`config.mk`:
```
export PLATFORM = sky130hd
export DESIGN_NAME = ipm_input_path
export DESIGN_NICKNAME = d
export VERILOG_FILES = /design/src/hw/ipm_pkg.sv /design/src/hw/ipm_clock_divider.sv /design/src/hw/ipm_input_path.sv
export VERILOG_INCLUDE_DIRS = /design/src /design/src/hw
export SDC_FILE = /design/constraint.sdc
export NUM_CORES = 1
export LEC_CHECK = 0
export BUFFER_PORTS_ARGS = -buffer_cell sky130_fd_sc_hd__buf_2
export CAP_MARGIN = 30
export CORE_MARGIN = 2
export CORE_UTILIZATION = 50
export CTS_CLUSTER_SIZE = 30
export DETAILED_ROUTE_END_ITERATION = 7
export GPL_TIMING_DRIVEN = 0
export PLACE_DENSITY = 0.88
export REMOVE_ABC_BUFFERS = 1
export SLEW_MARGIN = 20
export SYNTH_ARGS = -nofsm -noshare
export SYNTH_HDL_FRONTEND = slang
export SYNTH_SLANG_ARGS = --single-unit
```
`constraint.sdc`:
```
create_clock -name clock -period 3 [get_ports clock]
set_input_delay 0.45 -clock clock [delete_from_list [all_inputs] [get_ports clock]]
set_output_delay 0.45 -clock clock [all_outputs]
set_load 0.01 [all_outputs]
```
`src/hw/ipm_regs.svh`:
```
// Notes on behaviour
// - Converter power-down outranks microphone power-down.
// - Source: converter, microphone, or digital power off.
// - Gather pulse-density bits from one or two microphones.
// - Port is one clock output, one data input.
// - Channel A on rising, B on falling edge.
// - Port powered when any channel selects microphone.
// - Powered-off port holds bit clock low.
// - Bit clock is master divided by 2 or 4.
// - Divider serves the listed master clock rates.
// - Weak data pull stays on, avoiding mid-rail.
`ifndef IPM_REGS_SVH
`define IPM_REGS_SVH

// Divide ratios for the two settings of the divide select
`define IPM_DIV_LO 2
`define IPM_DIV_HI 4
// Divide select level picking the ratio of two
`define IPM_SEL_DIV_LO 1'b0
// Idle level of the bit clock
`define IPM_BCLK_IDLE 1'b0
// Weak pull request level on the data input
`define IPM_PULL_ON 1'b1
// Reset value of captured sample bits
`define IPM_BIT_RST 1'b0

`endif

```
`src/hw/ipm_pkg.sv`:
```
package ipm_pkg;

  // Data source chosen for one input-path channel
  typedef enum logic [1:0] {
    IPM_SRC_ADC,
    IPM_SRC_MIC,
    IPM_SRC_NONE
  } ipm_src_t;

  // Whole state of the divider
  typedef struct packed {
    logic [2:0] cnt;
    logic phase;
    logic rise;
    logic fall;
  } ipm_div_st_t;

  // Whole state of the top module
  typedef struct packed {
    ipm_src_t src_a;
    ipm_src_t src_b;
    logic dig_on_a;
    logic dig_on_b;
    logic port_on;
    logic bclk;
    logic bit_a;
    logic samp_a;
    logic samp_b;
    logic valid;
    logic pull_en;
  } ipm_top_st_t;

endpackage

```
`src/hw/ipm_clock_divider.sv`:
```
`timescale 1ns/1ps
`default_nettype none
`include "ipm_regs.svh"

// Turns the master clock into rise and fall enable pulses for the bit clock
module ipm_clock_divider #(
  parameter int DIV_LO = `IPM_DIV_LO,
  parameter int DIV_HI = `IPM_DIV_HI
) (
  input wire logic clock,
  input wire logic reset_n,
  input wire logic enable,
  input wire logic divide_select,
  output logic rise_pulse,
  output logic fall_pulse
);

  // Last count of each half period
  localparam logic [2:0] LO_LAST = 3'(DIV_LO / 2 - 1);
  localparam logic [2:0] HI_LAST = 3'(DIV_HI / 2 - 1);

  // Only even ratios give an even duty cycle; counter is three bits
  initial begin
    if (DIV_LO < 2 || DIV_LO > 16 || (DIV_LO % 2) != 0 ||
        DIV_HI < 2 || DIV_HI > 16 || (DIV_HI % 2) != 0) begin
      $error("ipm_clock_divider: ratios must be even, 2 to 16");
    end
  end

  ipm_pkg::ipm_div_st_t st_q; // Registered state
  ipm_pkg::ipm_div_st_t st_d; // Next state
  logic [2:0] last; // Half period end for the chosen ratio

  // Equal halves give both capture phases the same time
  always_comb begin
    st_d = st_q;
    st_d.rise = 1'b0;
    st_d.fall = 1'b0;
    // Pure ratio division, so any listed master rate is served alike
    last = (divide_select == `IPM_SEL_DIV_LO) ? LO_LAST : HI_LAST;
    if (!enable) begin
      // Restart from the low phase so a new burst opens with a rise
      st_d.cnt = 3'h0;
      st_d.phase = `IPM_BCLK_IDLE;
    end else if (st_q.cnt >= last) begin
      // Greater-or-equal copes with a ratio change mid-period
      st_d.cnt = 3'h0;
      st_d.phase = ~st_q.phase;
      st_d.rise = ~st_q.phase;
      st_d.fall = st_q.phase;
    end else begin
      st_d.cnt = st_q.cnt + 3'h1;
    end
  end

  // State register
  always_ff @(posedge clock or negedge reset_n) begin
    if (!reset_n) begin
      st_q <= '0;
    end else begin
      st_q <= st_d;
    end
  end

  assign rise_pulse = st_q.rise;
  assign fall_pulse = st_q.fall;

endmodule // ipm_clock_divider
`default_nettype wire

```
`src/hw/ipm_input_path.sv`:
```
`timescale 1ns/1ps
`default_nettype none
`include "ipm_regs.svh"

// Input path source select and two-microphone pulse-density capture port
module ipm_input_path #(
  parameter int DIV_LO = `IPM_DIV_LO,
  parameter int DIV_HI = `IPM_DIV_HI
) (
  input wire logic clock,
  input wire logic reset_n,
  input wire logic adc_powerdown_a,
  input wire logic adc_powerdown_b,
  input wire logic mic_powerdown_a,
  input wire logic mic_powerdown_b,
  input wire logic pdm_clock_divide_select,
  input wire logic pdm_data_in,
  output ipm_pkg::ipm_src_t path_a_source,
  output ipm_pkg::ipm_src_t path_b_source,
  output logic path_a_digital_power_on,
  output logic path_b_digital_power_on,
  output logic mic_port_power_on,
  output logic pdm_bit_clock_out,
  output logic pdm_data_pull_enable,
  output logic pdm_sample_a,
  output logic pdm_sample_b,
  output logic pdm_sample_valid
);

  // Source for one channel; converter setting is looked at first
  function automatic ipm_pkg::ipm_src_t path_source(input logic adc_pd, input logic mic_pd);
    if (!adc_pd) begin
      return ipm_pkg::IPM_SRC_ADC;
    end else if (!mic_pd) begin
      return ipm_pkg::IPM_SRC_MIC;
    end else begin
      return ipm_pkg::IPM_SRC_NONE;
    end
  endfunction

  // True when a channel feeds from the microphone port
  function automatic logic wants_mic(input logic adc_pd, input logic mic_pd);
    return adc_pd & ~mic_pd;
  endfunction

  ipm_pkg::ipm_top_st_t st_q; // Registered state
  ipm_pkg::ipm_top_st_t st_d; // Next state
  logic rise_pulse; // Bit clock goes high at the next edge
  logic fall_pulse; // Bit clock goes low at the next edge

  // Divider runs only while the port is powered
  ipm_clock_divider #(
    .DIV_LO(DIV_LO),
    .DIV_HI(DIV_HI)
  ) u_div (
    .clock(clock),
    .reset_n(reset_n),
    .enable(st_q.port_on),
    .divide_select(pdm_clock_divide_select),
    .rise_pulse(rise_pulse),
    .fall_pulse(fall_pulse)
  );

  // Next state of source select, power and capture
  always_comb begin
    st_d = st_q;
    st_d.valid = 1'b0;
    // Per-channel source and digital power
    st_d.src_a = path_source(adc_powerdown_a, mic_powerdown_a);
    st_d.src_b = path_source(adc_powerdown_b, mic_powerdown_b);
    st_d.dig_on_a = ~(adc_powerdown_a & mic_powerdown_a);
    st_d.dig_on_b = ~(adc_powerdown_b & mic_powerdown_b);
    // Port is up when either channel reads the microphones
    st_d.port_on = wants_mic(adc_powerdown_a, mic_powerdown_a) |
                   wants_mic(adc_powerdown_b, mic_powerdown_b);
    // Pull stays on always; it is weak enough not to upset the line
    st_d.pull_en = `IPM_PULL_ON;
    if (!st_q.port_on) begin
      // Powered off: clock idles low and stale divider pulses are dropped
      st_d.bclk = `IPM_BCLK_IDLE;
    end else if (rise_pulse) begin
      // Left microphone has driven the low phase; take its bit now
      st_d.bclk = 1'b1;
      st_d.bit_a = pdm_data_in;
    end else if (fall_pulse) begin
      // Right microphone bit closes the pair
      st_d.bclk = `IPM_BCLK_IDLE;
      st_d.samp_a = st_q.bit_a;
      st_d.samp_b = pdm_data_in;
      st_d.valid = 1'b1;
    end
  end

  // State register; input pins are taken as synchronous already
  always_ff @(posedge clock or negedge reset_n) begin
    if (!reset_n) begin
      st_q.src_a <= ipm_pkg::IPM_SRC_ADC;
      st_q.src_b <= ipm_pkg::IPM_SRC_ADC;
      st_q.dig_on_a <= 1'b1;
      st_q.dig_on_b <= 1'b1;
      st_q.port_on <= 1'b0;
      st_q.bclk <= `IPM_BCLK_IDLE;
      st_q.bit_a <= `IPM_BIT_RST;
      st_q.samp_a <= `IPM_BIT_RST;
      st_q.samp_b <= `IPM_BIT_RST;
      st_q.valid <= 1'b0;
      st_q.pull_en <= `IPM_PULL_ON;
    end else begin
      st_q <= st_d;
    end
  end

  // Outputs straight from the state register
  assign path_a_source = st_q.src_a;
  assign path_b_source = st_q.src_b;
  assign path_a_digital_power_on = st_q.dig_on_a;
  assign path_b_digital_power_on = st_q.dig_on_b;
  assign mic_port_power_on = st_q.port_on;
  assign pdm_bit_clock_out = st_q.bclk;
  assign pdm_data_pull_enable = st_q.pull_en;
  assign pdm_sample_a = st_q.samp_a;
  assign pdm_sample_b = st_q.samp_b;
  assign pdm_sample_valid = st_q.valid;
endmodule // ipm_input_path
`default_nettype wire

```
==> results.md, run 1 <==
- Status: finished, final reports clean
- DRC: 0
- Crit path max-delay family: simple AND/OR/NAND/NOR gates
- Min-delay worst type: in2async
- Buf/Inv on CP: 1
- Final WL: 912 um
- Largest net degree at the start of global routing: 19
- Placed cell areas: 778 um^2
- Starting DRT DRC Count: 1
- Gate power share: 0.155
- Crit Path Category: reg2reg
- First-pass GRT wire length: roughly 1.8 mm
- Count of final max-slew check failures: 0
- Placer Congestion: roughly 0.65
- Crit path required time: 3.18 ns
- Core area: 1320 um^2
- P&R area growth vs syn: 15.2%
- Via count of the routed design: about 420
- Share of layout cells above drive strength 1: 0.417
- Flop pwr share: 0.563
- Final Power: 0.000509 W
- Final WS setup: 1.53 ns
- Die Area: between 1500 and 2000 um^2
- Clk pwr share: 0.282
- Total Routing Usage GR: 0.136
- Initial core utilization: 0.537
- Leading area contributor after synthesis: dfrtp_1
- Syn. warnings: 0
- # rows: 13
- Largest cells by area after synthesis: dfrtp_1, dfstp_2, buf_4
- Vias in the first global route: 450
- CTS Sinks: 18
- Int Power: 0.000388 W
- Power per Cell Area: about 630 nW/um^2
- Number of setup buffers added after CTS: 0
- Post-route antenna net violation count: 0
- H-tree lvl count: 1
- Yosys top cell area share: 0.566
- Max-cap violations: 0
- Diodes inserted: 0
- Startpoint Class: register
- Final setup viols: 0
- Final setup TNS: 0 ns
- Synthesis-stage register bit count: 18
- Worst R2R Start: u_div.st_q[3]
- DR vias/cell: 4.87
- Clock Path Buffers: 2
- Crit path time final: 1.47 ns
- Final instance area: around 800 um^2
- Number of synthesized flops with an enable pin: 0
- CTS resizes: 0
- Part of the cycle the worst path needs: 0.491
- Number of library cell types mapped by synthesis: 20
- Sequential fraction of the synthesis area: 0.641
- VDD IR max: approximately 0.00032 V
- Initial antenna violation count: 0
- Root Driver: clkbuf_4
- DP HPWL: ~690 um
- Setup Skew: roughly 0.0010 ns
- Clock transition at path regs: ~0.10 ns
- Clk_lat worst skew: 0.28 ns
- Net switching power: approximately 0.00012 W
- Critical Path AT: approximately 1.7 ns
- Sw frac: 0.238
- Initial DRT Pass Iterations: 2
- Syn Inst Count: 55
- Ys flop type: dfrtp_1
- FF-to-FF path depth: 4
- Hold-fix buffers at CTS: 0
- Slowest CP cell: dfrtp_1
- Place WS: roughly 1.4 ns
- WL/cell: 10.5 um
- Largest fanout on the critical path: 3
- Reg-to-reg slack, setup: about 1.5 ns
- Critical path capture point type: register
- Post-synth ARST share: 1.00
- Synth top cells by count: dfrtp_1, inv_1, buf_4
- Final Hold Viols: 0
- Max incr delay on CP: about 0.39 ns
- Post-Syn Area: about 710 um^2
- CTS tree: done
- Worst-path cell chain: inv_1 -> ha_1 -> nor4b_2 -> and3b_2
- RR Endpoint: u_div.fall_pulse
- Number of nets in the layout: slightly above 80
- Syn avg cell area: between 10 and 15 um^2
- Dominant cell by count in the synthesized netlist: dfrtp_1
- Fmax: around 680 MHz
- Leakage power: 0.437 nW
- Grt total ovfl: 0
- # IOs: 20
- Die height: about 42 um
- Port bufs: 18
- Final core occ: 0.618
- CTS Buf Count: 3
- Unrepaired setup endpoints after global routing: false
- Die width: between 40 and 50 um
==> layout by cell type, fill, tap and decap left out, drive strengths merged, types with 2 or more instances in the layout <==
cell and instances:
nor3 3, inv 6, buf 18, ha 2
clkbuf 4, dfstp 2, nor2b 3, dfrtp 16
mux2 3, nand2 4
==> cells by family (layout without fill, tap and decap cells) <==
family | after synthesis | in the layout | synth area share
AO/OA/AOI/OAI | 1 | 1 | 0.0106
AND/OR/NAND/NOR | 18 | 18 | 0.161
other | 1 | 1 | 0.00530
flip-flops | 18 | 18 | 0.641
multiplexers | 4 | 4 | 0.0619
buffers and inverters | 11 | 28 | 0.0850
adder cells (fa/ha/maj) | 2 | 2 | 0.0354
==> metrics by stage <==
stage / instances / hold WS (ns)
CTS: 87 / 0.0691
floorplan: 50 / 0.154
global route: 87 / 0.0925
detailed placement: 83 / 0.393
finish: 87 / 0.0736
global placement: 83 / 0.387
==> power groups by stage <==
stage	registers (W)	logic, W	clock network (W)
5_1_grt	0.000292	0.0000888	0.000162
6_report	0.000287	0.0000791	0.000143
3_5_place_dp	0.000292	0.0000805	0
4_1_cts	0.000287	0.0000808	0.000151
3_3_place_gp	0.000291	0.0000777	0
2_1_floorplan	0.000301	0.0000355	0
==> worst max-delay path by stage <==
stage	startpoint	endpoint	cells past startpoint
floorplan	pdm_clock_divide_select	u_div.fall_pulse	3
global placement	pdm_clock_divide_select	u_div.fall_pulse	4
detailed placement	pdm_clock_divide_select	u_div.fall_pulse	4
CTS	u_div.st_q[3]	u_div.fall_pulse	4
global route	u_div.st_q[3]	u_div.fall_pulse	4
finish	u_div.st_q[3]	u_div.fall_pulse	4
==> metal layers <==
layer | routed length, um | vias up | share of wire | global-route usage
li1 | - | 207 | - | -
met1 | 396 | 202 | 0.43 | 0.157
met2 | 446 | 15 | 0.49 | 0.222
met3 | 69 | 0 | 0.076 | 0.0696
met4 | 0 | 0 | 0 | 0.0387
met5 | 0 | - | 0 | 0
==> area by class of cell <==
| class | instances | area, um^2 |
|---|---|---|
| clock buffers | 4 | 36.3 |
| fillers | 106 | 503 |
| inverters | 6 | 22.5 |
| multi-input cells | 26 | 194 |
| flip-flops and latches | 18 | 453 |
| well taps | 15 | 18.8 |
| repair buffers | 18 | 90.1 |
==> registers in the layout, indices dropped and copies added, names as in the netlist <==
name                     count
u_div.fall_pulse             1
path_b_source                2
mic_port_power_on            1
pdm_sample_valid             1
st_q                         1
path_b_digital_power_on      1
pdm_sample_b                 1
path_a_digital_power_on      1
pdm_sample_a                 1
path_a_source                2
u_div.rise_pulse             1
pdm_bit_clock_out            1
u_div.st_q                   4
Power figures use the tool's default switching activity.
==> inputs of run 2 (changes only) <==
- CORE_UTILIZATION: 50 -> 43
- PLACE_DENSITY: 0.88 -> 0.82
- clock period: 3 -> 1.3 ns (I/O delays scaled with it)
==> run 2 against run 1 <==
Net effect:
- the flow now finishes with violations (negative setup slack)
- setup slack worse by 1.5 ns
- design area increased by 6.1%
- global-route usage shrank 0.63 points
- die area grew 15%
- register-to-register slack got worse by 1.5 ns
- hold slack lost 0.021 ns
- first-iteration DRC count grew to 3.0 times the previous value
- highest routed layer is now met4
- wire length is 11% higher
- critical path depth did not move
- via count down 1.9%
- count of clock-buffer cells in the layout is 1 lower
- sequential share of layout area shrank 3.2 points
- largest cell class unchanged
- critical path type unchanged
==> results.md, run 2 (synthesis gave the netlist of run 1 again) <==
- Non-filler cells, final: 89 (was 87)
- Initial antenna violation count: 0 (unchanged)
- Max FFs per register: 4 (unchanged)
- Vias in the first global route: 472 (was 450)
- Min-delay worst type: in2reg (was in2async)
- Fmax: 763 MHz (was 679 MHz)
- Unrepaired setup endpoints after global routing: true (was false)
- Grt total ovfl: 0 (unchanged)
- Core area: 1520 um^2 (was 1320 um^2)
- Port bufs: 18 (unchanged)
- Startpoint Class: register (unchanged)
- # IOs: 20 (unchanged)
- Die Area: 1980 um^2 (was 1730 um^2)
- Power per Cell Area: 1300 nW/um^2 (was 625 nW/um^2)
- Met3 wire len: 59 um (was 69 um)
- Placer Congestion: 0.689 (was 0.646)
- First-pass GRT wire length: 1.84 mm (was 1.75 mm)
- Setup Skew: 0.00244 ns (was 0.00101 ns)
- Initial DRT Pass Iterations: 2 (unchanged)
- Total Routing Usage GR: 0.130 (was 0.136)
- Critical Path AT: 1.52 ns (was 1.66 ns)
- Final WL: 1.01 mm (was 912 um)
- Clk_lat worst skew: 0.28 ns (about the same)
- Largest net degree at the start of global routing: 19 (unchanged)
- Starting DRT DRC Count: 3 (was 1)
- P&R area growth vs syn: 22.3% (was 15.2%)
- Post-route antenna net violation count: 0 (unchanged)
- Top layer in use: met4 (was met3)
- Commonest cells after routing, fill and taps aside: buf_2, dfrtp_1, inv_1 (unchanged)
- Final Power: 0.00113 W (was 0.000509 W)
- Share of layout cells above drive strength 1: 0.493 (was 0.417)
- Hold Slack: 0.0529 ns (was 0.0736 ns)
- Leakage power: 0.456 nW (was 0.437 nW)
- Die height: 44.5 um (was 41.6 um)
- WL/cell: 11.4 um (was 10.5 um)
- Max-cap violations: 0 (unchanged)
- Critical path capture point type: register (unchanged)
- DR vias/cell: 4.67 (was 4.87)
- Most common library cell in the layout ignoring fill and taps: buf_2 (unchanged)
- Crit path required time: 1.51 ns (was 3.18 ns)
- VDD IR max: 0.000645 V (was 0.000319 V)
- Final WS setup: -0.0111 ns (was 1.53 ns)
- Status: finished with violations (was finished, final reports clean)
- Largest fanout on the critical path: 3 (unchanged)
- Diodes inserted: 0 (unchanged)
- Crit Path Category: reg2reg (unchanged)
- # rows: 14 (was 13)
- CTS Buf Count: 3 (unchanged)
- DRC: 0 (unchanged)
- Cell Count Post-Placement: 84 (was 83)
- Part of the cycle the worst path needs: 1.01 (was 0.491)
- DP HPWL: 745 um (was 695 um)
- Via count of the routed design: 416 (was 424)
- Number of nets in the layout: 85 (was 83)
- Final instance area: 865 um^2 (was 815 um^2)
- Failing checks: negative setup slack
- Final Hold Viols: 0 (unchanged)
- CTS tree: done (unchanged)
- H-tree lvl count: 1 (unchanged)
- Root Driver: clkbuf_4 (unchanged)
- Count of final max-slew check failures: 0 (unchanged)
- WL met1: 457 um (was 396 um)
- Placed cell areas: 779 um^2 (was 778 um^2)
- Initial core utilization: 0.464 (was 0.537)
- Final setup viols: 2 (was 0)
- Crit path time final: 1.31 ns (was 1.47 ns)
- Most flops, register: u_div.st_q (unchanged)
- CTS Sinks: 18 (unchanged)
- Clock transition at path regs: 0.09 ns (was 0.10 ns)
- Met2 routed WL: 485 um (was 446 um)
- Die width: 44.5 um (was 41.6 um)
- Clock Path Buffers: 2 (unchanged)
-- run 2: final cells by class --
class / count / area, um^2
sequential: 18 / 453
fill: 129 / 659
multi-input combinational: 26 / 239
tap: 16 / 20.0
inverter: 6 / 22.5
clock buffer: 3 / 22.5
timing repair buffer: 20 / 108
-- run 2: power by group --
| part | switching (W) | internal [W] |
|---|---|---|
| registers | 0.0000315 | 0.000630 |
| clock network | 0.000152 | 0.000108 |
| logic | 0.0000979 | 0.000109 |
-- run 2: what timing repair did --
item                                    in CTS  in global routing
cloned                                       0                  0
hold endpoints to repair                    16                  0
pin swaps                                    1                  1
hold buffers                                 1                  0
setup buffers                                1                  0
gates resized for setup                      7                  1
endpoints found under the setup margin       6                  5
-- run 2: stage by stage --
stage                     utilization  setup TNS [ns]  worst slack [ns]
after floorplan                     -         -0.0767           -0.0757
after global placement          0.511          -0.364            -0.144
after detailed placement        0.511          -0.647            -0.182
after CTS                       0.563         -0.0370           -0.0290
after global routing            0.567          -0.196           -0.0591
final                           0.567         -0.0135           -0.0111
-- run 2: final timing paths --
path,from,endpoint,slack (ns),depth (start not counted)
hold reg to reg,st_q[4],st_q[4],0.51,1
max in group asynchronous,reset_n,path_a_digital_power_on,0.64,2
setup reg to reg,u_div.st_q[3],u_div.st_q[5],-0.01,4
setup / recovery,u_div.st_q[3],u_div.st_q[5],-0.01,4
hold / removal,adc_powerdown_a,path_a_digital_power_on,0.05,2
min in group asynchronous,reset_n,u_div.st_q[5],0.35,2
-- run 2: worst max-delay path, cell delays in order, from the launching register on --
cell and delay, ns:
dfrtp_1 0.40, inv_2 0.07, ha_4 0.20, or3b_4 0.43
nor3_4 0.13
-- run 2: metal layers --
metal | vias to the layer above | global-route usage
met3 | 2 | 0.0367
met2 | 15 | 0.212
li1 | 204 | -
met5 | - | 0
met1 | 195 | 0.162
met4 | 0 | 0.0545
